## src/psc_regs.svh

```systemverilog
// constants for the pulse sensor position counter
`ifndef PSC_REGS_SVH
`define PSC_REGS_SVH

// ------------------------------------------------------------
// timing
// ------------------------------------------------------------
`define PSC_CLK_HZ 40000000
`define PSC_MIN_SEG_MS 10
// clock cycles in one 10 ms minimum segment, exactly 40000 per ms
`define PSC_MIN_SEG_CYCLES ((`PSC_CLK_HZ / 1000) * `PSC_MIN_SEG_MS)
`define PSC_FILTER_DEFAULT 20'h0_9C40
// ceiling on the programmed filter, a few cycles under one minimum segment
`define PSC_FILTER_MAX 20'h6_1A7C

// ------------------------------------------------------------
// widths and reset values
// ------------------------------------------------------------
`define PSC_COUNT_W 16
`define PSC_FILT_W 20
`define PSC_COUNT_RESET 16'h0000
`define PSC_FILT_ZERO 20'h0_0000
`define PSC_LEVEL_RESET 2'h0

`endif

```

## src/psc_pkg.sv

```systemverilog
// types shared by the pulse sensor position counter
package psc_pkg;

   // ------------------------------------------------------------
   // axis carriers
   // ------------------------------------------------------------
   typedef struct packed {
      logic pulse;
      logic second_phase;
   } psc_sensor_type;

   typedef struct packed {
      logic move_cw;
      logic move_ccw;
   } psc_command_type;

   typedef enum logic {
      PSC_DIR_CW,
      PSC_DIR_CCW
   } psc_dir_type;

endpackage

```

## src/psc_position_counter.sv

```systemverilog
// two-axis single-phase pulse sensor position counter
`timescale 1ns/1ps
`include "psc_regs.svh"

module psc_position_counter
   import psc_pkg::*;
#(
   parameter int unsigned COUNT_W = `PSC_COUNT_W,
   parameter int unsigned FILT_W = `PSC_FILT_W,
   parameter logic [`PSC_FILT_W-1:0] FILTER_CYCLES = `PSC_FILTER_DEFAULT
) (
   input wire logic clk_i,
   input wire logic reset_i,
   input wire psc_sensor_type azimuth_sensor_i,
   input wire psc_sensor_type elevation_sensor_i,
   input wire psc_command_type azimuth_command_i,
   input wire psc_command_type elevation_command_i,
   input wire logic [FILT_W-1:0] filter_cycles_i,
   input wire logic [COUNT_W-1:0] preset_value_i,
   input wire logic [1:0] preset_i,
   output logic [COUNT_W-1:0] azimuth_position_o,
   output logic [COUNT_W-1:0] elevation_position_o,
   output logic [1:0] sensor_level_o,
   output logic [1:0] edge_seen_o
);

   // ------------------------------------------------------------
   // helpers
   // ------------------------------------------------------------
   // zero on the port falls back to the default interval
   function automatic logic [FILT_W-1:0] filt_limit(input logic [FILT_W-1:0] prog);
      logic [FILT_W-1:0] lim;
      lim = (prog == FILT_W'(0)) ? FILT_W'(FILTER_CYCLES) : prog;
      // a longer filter would swallow a minimum-width segment
      if (lim > FILT_W'(`PSC_FILTER_MAX)) begin
         lim = FILT_W'(`PSC_FILTER_MAX);
      end
      filt_limit = lim;
   endfunction

   // one step per edge, wraps at the ends of the range
   function automatic logic [COUNT_W-1:0] step(input logic [COUNT_W-1:0] cnt, input psc_dir_type dir);
      step = (dir == PSC_DIR_CW) ? COUNT_W'(cnt + COUNT_W'(1)) : COUNT_W'(cnt - COUNT_W'(1));
   endfunction

   // both or neither move bit keeps the previous direction
   function automatic psc_dir_type next_dir(input psc_command_type cmd_in, input psc_dir_type last);
      next_dir = last;
      if (cmd_in.move_cw && !cmd_in.move_ccw) begin
         next_dir = PSC_DIR_CW;
      end else if (cmd_in.move_ccw && !cmd_in.move_cw) begin
         next_dir = PSC_DIR_CCW;
      end
   endfunction

   // ------------------------------------------------------------
   // axis fan-in
   // ------------------------------------------------------------
   psc_command_type cmd [2];
   logic [1:0] pulse_raw;

   assign cmd[0] = azimuth_command_i;
   assign cmd[1] = elevation_command_i;
   // second-phase bits deliberately unread
   assign pulse_raw = {elevation_sensor_i.pulse, azimuth_sensor_i.pulse};

   // ------------------------------------------------------------
   // synchroniser
   // ------------------------------------------------------------
   logic [1:0] sync1_q, sync1_d;
   logic [1:0] sync2_q, sync2_d;

   // the first stage may go metastable, so only the second feeds the filter
   always_comb begin
      sync1_d = pulse_raw;
      sync2_d = sync1_q;
   end

   always_ff @(posedge clk_i) begin
      if (reset_i) begin
         sync1_q <= `PSC_LEVEL_RESET;
         sync2_q <= `PSC_LEVEL_RESET;
      end else begin
         sync1_q <= sync1_d;
         sync2_q <= sync2_d;
      end
   end

   // ------------------------------------------------------------
   // filter interval
   // ------------------------------------------------------------
   logic [FILT_W-1:0] limit;

   // shared by both axes
   always_comb begin
      limit = filt_limit(filter_cycles_i);
   end

   // ------------------------------------------------------------
   // glitch filter and accepted level
   // ------------------------------------------------------------
   logic [1:0] level_q, level_d;
   logic [FILT_W-1:0] filt_q [2];
   logic [FILT_W-1:0] filt_d [2];
   logic [1:0] accept;

   // a new level shows on level_q and the strobe limit + 2 clock edges
   // after it first reaches the pin
   always_comb begin
      level_d = level_q;
      accept = `PSC_LEVEL_RESET;
      for (int a = 0; a < 2; a++) begin
         filt_d[a] = filt_q[a];
         if (sync2_q[a] == level_q[a]) begin
            // a bounce back to the old level restarts the interval
            filt_d[a] = `PSC_FILT_ZERO;
         end else if (filt_q[a] + FILT_W'(1) >= limit) begin
            // stable long enough: accept the new level
            filt_d[a] = `PSC_FILT_ZERO;
            level_d[a] = sync2_q[a];
            accept[a] = 1'h1;
         end else begin
            filt_d[a] = FILT_W'(filt_q[a] + FILT_W'(1));
         end
      end
   end

   always_ff @(posedge clk_i) begin
      if (reset_i) begin
         level_q <= `PSC_LEVEL_RESET;
         for (int a = 0; a < 2; a++) begin
            filt_q[a] <= `PSC_FILT_ZERO;
         end
      end else begin
         level_q <= level_d;
         for (int a = 0; a < 2; a++) begin
            filt_q[a] <= filt_d[a];
         end
      end
   end

   // ------------------------------------------------------------
   // last commanded direction
   // ------------------------------------------------------------
   psc_dir_type dir_q [2];
   psc_dir_type dir_d [2];

   // last command is held when driving stops
   always_comb begin
      for (int a = 0; a < 2; a++) begin
         dir_d[a] = next_dir(cmd[a], dir_q[a]);
      end
   end

   // reset starts clockwise
   always_ff @(posedge clk_i) begin
      for (int a = 0; a < 2; a++) begin
         if (reset_i) begin
            dir_q[a] <= PSC_DIR_CW;
         end else begin
            dir_q[a] <= dir_d[a];
         end
      end
   end

   // ------------------------------------------------------------
   // position counters
   // ------------------------------------------------------------
   logic [COUNT_W-1:0] count_q [2];
   logic [COUNT_W-1:0] count_d [2];

   // direction is the registered one, so a command in the
   // accepting cycle itself does not reach the step
   always_comb begin
      for (int a = 0; a < 2; a++) begin
         count_d[a] = count_q[a];
         if (accept[a]) begin
            count_d[a] = step(count_q[a], dir_q[a]);
         end
         // preset wins over an edge in the same cycle
         if (preset_i[a]) begin
            count_d[a] = preset_value_i;
         end
      end
   end

   always_ff @(posedge clk_i) begin
      for (int a = 0; a < 2; a++) begin
         if (reset_i) begin
            count_q[a] <= `PSC_COUNT_RESET;
         end else begin
            count_q[a] <= count_d[a];
         end
      end
   end

   // ------------------------------------------------------------
   // edge strobe
   // ------------------------------------------------------------
   logic [1:0] edge_q, edge_d;

   // one-cycle strobe, registered together with the level it reports
   always_comb begin
      edge_d = accept;
   end

   always_ff @(posedge clk_i) begin
      if (reset_i) begin
         edge_q <= `PSC_LEVEL_RESET;
      end else begin
         edge_q <= edge_d;
      end
   end

   // ------------------------------------------------------------
   // outputs, all straight from flops
   // ------------------------------------------------------------
   assign azimuth_position_o = count_q[0];
   assign elevation_position_o = count_q[1];
   assign sensor_level_o = level_q;
   assign edge_seen_o = edge_q;

endmodule

```

## config.mk

```make
export PLATFORM = sky130hd
export DESIGN_NAME = psc_position_counter
export DESIGN_NICKNAME = d
export VERILOG_FILES = /design/src/psc_pkg.sv /design/src/psc_position_counter.sv
export VERILOG_INCLUDE_DIRS = /design/src /design/src/src
export SDC_FILE = /design/constraint.sdc
export NUM_CORES = 1
export LEC_CHECK = 0
export BUFFER_PORTS_ARGS = -buffer_cell sky130_fd_sc_hd__buf_2
export CORE_AREA = 2 2 113 115
export CTS_CLUSTER_SIZE = 16
export DETAILED_ROUTE_END_ITERATION = 6
export DIE_AREA = 0 0 115 117
export PLACE_DENSITY = 0.74
export SETUP_SLACK_MARGIN = 0.05
export SLEW_MARGIN = 10
export SYNTH_ARGS = -nofsm -noshare
export SYNTH_HDL_FRONTEND = slang
export SYNTH_SLANG_ARGS = --single-unit
```

## constraint.sdc

```tcl
create_clock -name clk_i -period 14.1 [get_ports clk_i]
set_clock_uncertainty 0.05 [all_clocks]
set_input_delay 2.115 -clock clk_i [delete_from_list [all_inputs] [get_ports clk_i]]
set_output_delay 2.115 -clock clk_i [all_outputs]
set_load 0.02 [all_outputs]
```

==> results of run 1 <==
[where the power goes]
| part | total [mW] | switching (mW) | internal [mW] |
|---|---|---|---|
| Combinational | 0.105 | 0.0624 | 0.0428 |
| Sequential | 0.247 | 0.00809 | 0.239 |
| Clock | 0.224 | 0.102 | 0.121 |
[final cells by class]
type	instances	share of cell area [%]
multi-input combinational	576	61.4
sequential	82	24.2
timing repair buffer	83	6.19
clock buffer	10	3.37
tap	150	2.76
inverter	24	1.33
clock inverter	6	0.737
[metal layers]
metal  GRT usage [%]  wire length (um)
met5               0                 0
met4            6.91               253
met3            6.23              1010
met2            41.1              7570
met1            27.1              6410
[per-stage QoR]
step | cells | hold slack, ns | cell area (sq um) | setup WS, ns | util [%]
floorplan | 707 | 0.364 | 6000 | 8.17 | -
global placement | 915 | 0.369 | 6500 | 7.17 | 52.8
detailed placement | 915 | 0.380 | 6500 | 7.01 | 52.8
CTS | 931 | 0.397 | 6780 | 7.39 | 55.1
global route | 931 | 0.410 | 6790 | 6.91 | 55.2
finish | 931 | 0.393 | 6790 | 7.32 | 55.2
[worst register-to-register path: stages (launching register included)]
cell and delay, ns:
dfxtp_1 0.40, ha_1 0.24, nand4_1 0.20, nor2_1 0.27, nand3_1 0.21, xnor2_1 0.28
ha_1 0.29, nor2b_1 0.13, o21ai_0 0.16, a211o_1 0.15, o21ai_0 0.14, o31ai_4 1.02
o21ai_0 0.23, a311oi_1 0.28
[path summary, 6_finish.rpt]
path,cells past startpoint,to,start,slack [ns]
max reg2reg,13,count_q[1][15],filt_q[0][20],9.97
min,1,sync2_q[0],sync1_q[0],0.39
min reg2reg,1,sync2_q[0],sync1_q[0],0.39
max,16,count_q[0][10],filter_cycles_i[13],7.32
[state kept, by name (all words and copies together) (netlist names)]
register / count
sensor_level_o: 2
dir_q: 2
sync1_q: 2
sync2_q: 2
filt_q: 40
edge_seen_o: 2
count_q: 32
[cells in the mapped netlist, types with 17 or more instances]
| cell | number | area share, % |
|---|---|---|
| nor2b_2 | 18 | 2.6 |
| inv_1 | 23 | 1.4 |
| nand3_1 | 32 | 2.7 |
| nand2_1 | 32 | 2.0 |
| xnor2_1 | 40 | 5.8 |
| a21oi_1 | 29 | 2.4 |
| xor2_1 | 23 | 3.4 |
| dfxtp_1 | 82 | 27 |
| nor2_1 | 64 | 4.0 |
| ha_1 | 68 | 14 |
| o21ai_0 | 33 | 2.8 |
| and3_1 | 33 | 3.4 |
| nor3_1 | 17 | 1.4 |
[cell families (layout without fill, tap and decap cells)]
| family | after synthesis | after routing | share of synthesized area [%] |
|---|---|---|---|
| XOR/XNOR | 63 | 63 | 9.20 |
| AND/OR/NAND/NOR | 262 | 262 | 23.5 |
| other | 1 | 2 | 0.0625 |
| flip-flops | 82 | 82 | 27.4 |
| adder cells (fa/ha/maj) | 72 | 72 | 15.2 |
| multiplexers | 12 | 12 | 2.00 |
| buffers and inverters | 49 | 123 | 3.44 |
| AO/OA/AOI/OAI | 165 | 165 | 19.2 |
==> flow_metrics.env, run 1 <==
export IMPL_syn_avg_cell_area_sq_um=8.49
export IMPL_cts_tree="built"
export IMPL_core_area_sq_um=12300
export IMPL_powerDensity_nw_per_um2=84.8
export IMPL_num_rows=41
export IMPL_postCtsSetupBuffers=0
export IMPL_hold_viol_final=0
export IMPL_grt_max_degree=51
export IMPL_cp_buffers_inverters=1
export IMPL_maxCapViolCount=0
export IMPL_die_h_um=117
export IMPL_ys_warn_count=0
export IMPL_vias_per_cell=6.06
export IMPL_grt_pass1_vias=5426
export IMPL_status="complete, no violations"
export IMPL_cts_max_level=3
export IMPL_multi_input_area_sq_um=4170
export IMPL_insertedDiodeCount=0
export IMPL_io_buffers=81
export IMPL_grt_util_all_layers_pct=23.0
export IMPL_slew_headroom_pct=19.3
export IMPL_synth_edff_count=0
export IMPL_start_util_pct=48.7
export IMPL_cts_buffers_inserted=9
export IMPL_postRouteAntennaNets=0
export IMPL_cp_arrival_ns=6.97
export IMPL_dr_pass1_iters=5
export IMPL_layout_commonest_cell="dfxtp_1"
export IMPL_nets=894
export IMPL_synth_seq_area_share_pct=27.4
export IMPL_crit_chain="buf_2 > nor4_1 > nor3b_1 > a211oi_1 > a21o_1 > a31oi_1 > nor2_1 > ha_1 > o21a_1 > o211ai_1 > o21ai_1 > a2111oi_2 > a211oi_1 > a211oi_2 > nor2_1 > o311a_1"
export IMPL_syn_area_sq_um=6000
export IMPL_hpwl_mm=11.7
export IMPL_peakVddDrop_mv=0.0815
export IMPL_grt_first_pass_wirelength_mm=24.9
export IMPL_num_fill_cells=1142
export IMPL_hold_path_class="reg -> reg"
export IMPL_antenna_found_initial=0
export IMPL_synth_seq_cells=82
export IMPL_most_common_layout_cells="82 x dfxtp_1, 81 x buf_2, 68 x ha_1, 64 x nor2_1, 40 x xnor2_1"
export IMPL_crit_fanout=15
export IMPL_max_stage_delay_ns=0.87
export IMPL_slowest_stage="a211oi_2"
export IMPL_root_buffer="clkbuf_16"
export IMPL_cp_required_ns=14.29
export IMPL_tightest_slew_ns=1.20
export IMPL_synthArstFlopShare_pct=0
export IMPL_cts_hold_buf=0
export IMPL_cts_sinks=82
export IMPL_total_power_mw=0.576
export IMPL_crit_path_start_kind="input port"
export IMPL_timing_fmax_ghz=0.147
export IMPL_synthFlopType="dfxtp_1"
export IMPL_setup_violations=0
export IMPL_vias=5643
export IMPL_totalWireLength_mm=15.2
export IMPL_cpLargestDelayFamily="compound AO/OA/AOI/OAI gates"
export IMPL_die_x_um=115
export IMPL_overflow=0
export IMPL_final_seq_area_sq_um=1640
export IMPL_p_leak_nw=3.15
export IMPL_finalWeightedCongestion=0.898
export IMPL_clock_path_buffers=2
export IMPL_cts_resized=0
export IMPL_timing_final_crit_period_ns=6.78
export IMPL_drt_initial_drc_count=250
export IMPL_netlist_instances=706
export IMPL_drcViolationCount=0
export IMPL_finalCritPeriodShare_pct=48.1
export IMPL_wl_per_cell_um=16.4
export IMPL_maxSlewViolCount=0
export IMPL_io_pins=84
export IMPL_cp_end_kind="register"
export IMPL_clk_pin_slew_ns=0.06
export IMPL_finalSetupTns_ns=0
export IMPL_rsz0062_at_grt="false"
export IMPL_layout_drive_gt1_share_pct=16.6
export IMPL_critPathKind="in -> reg"
export IMPL_area_growth_pct=13.3
export IMPL_die_area_sq_um=13500
export IMPL_ys_types=59
export IMPL_clk_latency_ns=0.35
Power figures use the tool's default switching activity.
==> run 2, diff against run 1 <==
Settings changed: ABC_AREA set to 1, CORE_AREA 2 2 113 115 to 2 2 116 118, DIE_AREA 0 0 115 117 to 0 0 118 120.
Clock period 14.1 ns to 6.4 ns, I/O delays scaled along.
==> flow_metrics.env, run 2 <==
export IMPL_status="complete, no violations"
export IMPL_cp_arrival_ns=4.80
export IMPL_cp_common_cell="nand2_1"
export IMPL_postCtsSetupBuffers=0
export IMPL_synth_seq_cells=82
export IMPL_die_area_sq_um=14200
export IMPL_finalWeightedCongestion=0.901
export IMPL_netlist_instances=922
export IMPL_hold_path_class="reg -> reg"
export IMPL_reg2reg_depth=19
export IMPL_overflow=0
export IMPL_grt_util_all_layers_pct=21.9
export IMPL_num_rows=42
export IMPL_synthMostInstantiatedCell="nand2_1"
export IMPL_num_fill_cells=1305
export IMPL_syn_area_sq_um=6340
export IMPL_dr_pass1_iters=5
export IMPL_most_common_layout_cells="179 x nand2_1, 129 x inv_1, 102 x nor2_1, 82 x dfxtp_1, 81 x buf_2"
export IMPL_slowest_stage="nand4_1"
export IMPL_min_from="sync1_q[0]"
export IMPL_cp_required_ns=6.59
export IMPL_synth_top_area_cell="dfxtp_1"
export IMPL_timing_fmax_ghz=0.217
export IMPL_tightest_slew_ns=0.822
export IMPL_layout_drive_gt1_share_pct=15.8
export IMPL_ys_types=48
export IMPL_die_h_um=120
export IMPL_nets=1114
export IMPL_timing_final_crit_period_ns=4.60
export IMPL_root_buffer="clkbuf_16"
export IMPL_peakVddDrop_mv=0.107
export IMPL_cts_tree="built"
export IMPL_clock_path_buffers=2
export IMPL_insertedDiodeCount=0
export IMPL_finalSetupTns_ns=0
export IMPL_ys_warn_count=0
export IMPL_final_util_pct=55.3
export IMPL_io_pins=84
export IMPL_largestRegisters="filt_q: 40 flops, count_q: 32 flops"
export IMPL_grt_first_pass_wirelength_mm=25.3
export IMPL_totalWireLength_mm=14.7
export IMPL_vias=5960
export IMPL_slew_headroom_pct=45.0
export IMPL_hold_viol_final=0
export IMPL_maxSlewViolCount=0
export IMPL_placed_area_sq_um=6860
export IMPL_largest_register_ffs=40
export IMPL_antenna_found_initial=0
export IMPL_cts_max_level=3
export IMPL_r2r_setup_slack_ns=1.95
export IMPL_maxCapViolCount=0
export IMPL_wl_per_cell_um=12.5
export IMPL_synth_top_cell_area_share_pct=25.9
export IMPL_core_area_sq_um=13000
export IMPL_p_leak_nw=3.46
export IMPL_start_util_pct=48.8
export IMPL_layout_commonest_cell="nand2_1"
export IMPL_regMostFlops="filt_q"
export IMPL_io_buffers=81
export IMPL_die_x_um=118
export IMPL_synthArstFlopShare_pct=0
export IMPL_regToRegStartpoint="filt_q[0][0]"
export IMPL_area_growth_pct=13.3
export IMPL_critPathKind="in -> reg"
export IMPL_cts_resized=0
export IMPL_cts_hold_buf=0
export IMPL_finalInstanceArea_sq_um=7180
export IMPL_cts_buffers_inserted=9
export IMPL_cts_sinks=82
export IMPL_postRouteAntennaNets=0
export IMPL_synth_seq_area_share_pct=25.9
export IMPL_syn_avg_cell_area_sq_um=6.88
export IMPL_crit_path_start_kind="input port"
export IMPL_rsz0062_at_grt="false"
export IMPL_powerDensity_nw_per_um2=185
export IMPL_grt_max_degree=41
export IMPL_drcViolationCount=0
export IMPL_synth_common_cells="179 x nand2_1, 129 x inv_1, 102 x nor2_1"
export IMPL_finalCritPeriodShare_pct=71.9
export IMPL_cp_end_kind="register"
export IMPL_hpwl_mm=11.1
export IMPL_grt_pass1_vias=5705
export IMPL_vias_per_cell=5.06
export IMPL_r2r_end="filt_q[0][12]"
export IMPL_min_path_cells=2
export IMPL_crit_fanout=20
export IMPL_synthTopCellsByArea="dfxtp_1 26%, ha_1 13%, nand2_1 11%, inv_1 7.6%, nor2_1 6.0%"
export IMPL_synthFlopType="dfxtp_1"
export IMPL_total_power_mw=1.33
export IMPL_clk_pin_slew_ns=0.07
export IMPL_drt_initial_drc_count=227
export IMPL_clk_latency_ns=0.36
export IMPL_max_stage_delay_ns=0.64
export IMPL_setup_violations=0
export IMPL_holdPathEnd="sync2_q[0]"
export IMPL_synth_edff_count=0
==> run 2: cell types whose count changed in the layout (fill, tap and decap cells not counted), moves of 15 or more <==
cell and change:
nor2b_2 -18, a21oi_2 +19, a311oi_1 -15, nand2_1 +147, inv_1 +106, and3_1 -32
nand3_1 +29, nand2_2 +15, a21oi_1 +26, xnor2_1 -29, nor2_1 +38
==> run 2: worst max path at each step <==
stage	startpoint	end	slack, ns	cells past startpoint
floorplan	filter_cycles_i[1]	count_q[0][12]	2.29	22
CTS	filter_cycles_i[19]	filt_q[0][12]	1.74	29
detailed placement	filter_cycles_i[19]	filt_q[0][12]	1.38	29
finish	filter_cycles_i[19]	filt_q[0][12]	1.80	29
global placement	filter_cycles_i[19]	filt_q[0][35]	1.38	29
global route	filter_cycles_i[19]	filt_q[0][12]	1.12	30
==> run 2: cell families after synthesis <==
logic type	after synthesis	share of synthesized area, %
xor+xnor	43	5.94
other cells	1	0.0591
compound gates	142	13.3
buf+inv	153	9.73
flops	82	25.9
fa+ha+maj	70	14.1
simple gates	431	31.0
==> run 2: metrics by stage <==
| stage | hold WS (ns) | setup WS [ns] | std cells |
|---|---|---|---|
| floorplan | 0.338 | 2.29 | 923 |
| global placement | 0.343 | 1.38 | 1161 |
| detailed placement | 0.344 | 1.38 | 1161 |
| CTS | 0.353 | 1.74 | 1177 |
| global route | 0.368 | 1.12 | 1177 |
| finish | 0.354 | 1.80 | 1177 |
==> run 2: report_power, final <==
group,switching [mW],leakage (nW),internal (mW),total (mW)
Combinational,0.136,2.65,0.0809,0.217
Sequential,0.0158,0.666,0.525,0.541
Clock,0.226,0.151,0.341,0.567
Total,0.378,3.46,0.947,1.33
==> run 2: per-layer routing <==
| layer | vias up | track usage [%] | wire (um) |
|---|---|---|---|
| li1 | 3155 | - | - |
| met1 | 2662 | 25.5 | 6550 |
| met2 | 123 | 39.2 | 7030 |
| met3 | 20 | 4.71 | 770 |
| met4 | 0 | 8.13 | 325 |
| met5 | - | 0 | 0 |
==> run 2: layout make-up <==
type	instances	area, sq um	share of cell area [%]
tap	176	220	3.07
timing repair buffer	83	420	5.85
sequential	82	1640	22.9
clock inverter	7	93.8	1.31
clock buffer	9	225	3.14
inverter	132	495	6.90
multi-input combinational	688	4090	56.9
==> run 2: critical path, delay by kind of cell <==
| family | cells | cell delay, ns |
|---|---|---|
| adder cells (fa/ha/maj) | 1 | 0.26 |
| buffers and inverters | 3 | 0.28 |
| AND/OR/NAND/NOR | 23 | 3.04 |
| AO/OA/AOI/OAI | 2 | 0.27 |
==> run 3, diff against run 2 <==
Settings changed: PLACE_DENSITY 0.74 to 0.76.
Clock period 6.4 ns to 4.1 ns, I/O delays scaled along.
==> flow_metrics.env, run 3 (same netlist as run 2, synthesis figures left out) <==
export IMPL_finalWeightedCongestion=0.930
export IMPL_status="complete, no violations"
export IMPL_vias=6033
export IMPL_peakVddDrop_mv=0.162
export IMPL_p_leak_nw=3.52
export IMPL_total_power_mw=1.95
export IMPL_grt_pass1_vias=5621
export IMPL_overflow=0
export IMPL_antenna_found_initial=1
export IMPL_layout_commonest_cell="nand2_1"
export IMPL_cts_sinks=82
export IMPL_hold_slack_ns=0.358
export IMPL_tightest_slew_ns=0.876
export IMPL_wl_per_cell_um=12.6
export IMPL_cp_common_cell="nand2_1"
export IMPL_timing_final_crit_period_ns=3.77
export IMPL_maxSlewViolCount=0
export IMPL_largest_register_ffs=40
export IMPL_clk_pin_slew_ns=0.06
export IMPL_min_path_cells=2
export IMPL_pre_cts_ws_ns=0.142
export IMPL_totalWireLength_mm=14.9
export IMPL_clock_path_buffers=2
export IMPL_slowest_stage="or4_1"
export IMPL_hold_path_class="reg -> reg"
export IMPL_grt_util_all_layers_pct=21.5
export IMPL_slew_headroom_pct=41.2
export IMPL_hpwl_mm=11.3
export IMPL_cp_required_ns=4.33
export IMPL_die_x_um=118
export IMPL_crit_chain="ha_1 > nand2_1 > nor3b_1 > nand3_1 > nor2_1 > nand2_1 > or4_1 > xor2_1 > inv_1 > ha_1 > nand2_1 > nor2_1 > a2111oi_2 > buf_4 > nand2_4 > nand2_4 > buf_4 > nand3_1 > a21oi_2"
export IMPL_crit_fanout=9
export IMPL_start_util_pct=48.8
export IMPL_drt_initial_drc_count=250
export IMPL_layout_setup_ws_ns=0.328
export IMPL_die_h_um=120
export IMPL_timing_fmax_ghz=0.265
export IMPL_powerDensity_nw_per_um2=268
export IMPL_critPathKind="reg -> reg"
export IMPL_cp_arrival_ns=4.00
export IMPL_grt_max_degree=40
export IMPL_regMostFlops="filt_q"
export IMPL_insertedDiodeCount=0
export IMPL_most_common_layout_cells="179 x nand2_1, 129 x inv_1, 100 x nor2_1, 82 x dfxtp_1, 81 x buf_2"
export IMPL_final_seq_area_sq_um=1640
export IMPL_grt_first_pass_wirelength_mm=25.0
export IMPL_root_buffer="clkbuf_16"
export IMPL_finalCritPeriodShare_pct=92.0
export IMPL_crit_path_start_kind="register"
export IMPL_core_area_sq_um=13000
export IMPL_num_fill_cells=1279
export IMPL_io_pins=84
export IMPL_cts_buffers_inserted=9
export IMPL_dr_pass1_iters=5
export IMPL_maxCapViolCount=0
export IMPL_drcViolationCount=0
export IMPL_hold_viol_final=0
export IMPL_cp_end_kind="register"
export IMPL_largestRegisters="filt_q: 40 flops, count_q: 32 flops"
export IMPL_clk_latency_ns=0.35
export IMPL_cts_max_level=3
export IMPL_reg2reg_depth=19
export IMPL_vias_per_cell=5.08
export IMPL_layout_drive_gt1_share_pct=17.2
export IMPL_postRouteAntennaNets=0
export IMPL_area_growth_pct=14.6
export IMPL_die_area_sq_um=14200
export IMPL_multi_input_area_sq_um=4140
export IMPL_nets=1126
export IMPL_num_rows=42
export IMPL_cts_tree="built"
export IMPL_setup_violations=0
export IMPL_io_buffers=81
export IMPL_max_stage_delay_ns=0.42
-- run 3: layout make-up --
class,count,area share [%]
Multi-Input combinational cell,689,56.9
Clock buffer,12,3.53
Clock inverter,2,0.189
Tap cell,176,3.03
Timing Repair Buffer,94,6.92
Sequential cell,82,22.6
Inverter,132,6.82
-- run 3: layer usage --
layer	up-vias	GRT usage [%]	part of all wire, %	routed length (um)
met3	14	5.32	5.4	801
met2	117	38.4	49	7250
met5	-	0	0.087	13
met1	2726	25.3	45	6650
met4	2	7.08	1.5	224
li1	3174	-	-	-
-- run 3: power breakdown --
group | switching (mW) | internal, mW
combinational | 0.216 | 0.130
clock | 0.323 | 0.437
sequential | 0.0239 | 0.820
total | 0.563 | 1.39
-- run 3: worst max-delay path: cells and delay by family, from the launching register on --
family	cells	cell delay (ns)
AND/OR/NAND/NOR	11	1.68
flip-flops	1	0.38
XOR/XNOR	1	0.21
AO/OA/AOI/OAI	2	0.45
adder cells (fa/ha/maj)	2	0.49
buffers and inverters	3	0.44
-- run 3: final timing paths --
path,endpoint,slack (ns),from
worst max-delay path,count_q[0][9],0.33,filt_q[0][0]
worst min-delay path,sync2_q[0],0.36,sync1_q[0]
worst max register to register,count_q[0][9],0.33,filt_q[0][0]
worst min register to register,sync2_q[0],0.36,sync1_q[0]
-- run 3: stage by stage --
stage	instances	util [%]	area (sq um)	TNS [ns]
after floorplan	923	-	6340	0
final	1187	56.0	7270	0
after global routing	1187	56.0	7270	-0.0552
after detailed placement	1171	53.5	6940	0
after CTS	1185	55.5	7210	0
after global placement	1171	53.5	6940	0
-- run 3: what timing repair did --
action	in CTS	in global routing
buffers inserted	0	1
resized for setup	0	9
setup endpoints to repair	0	70
hold buffers	0	0
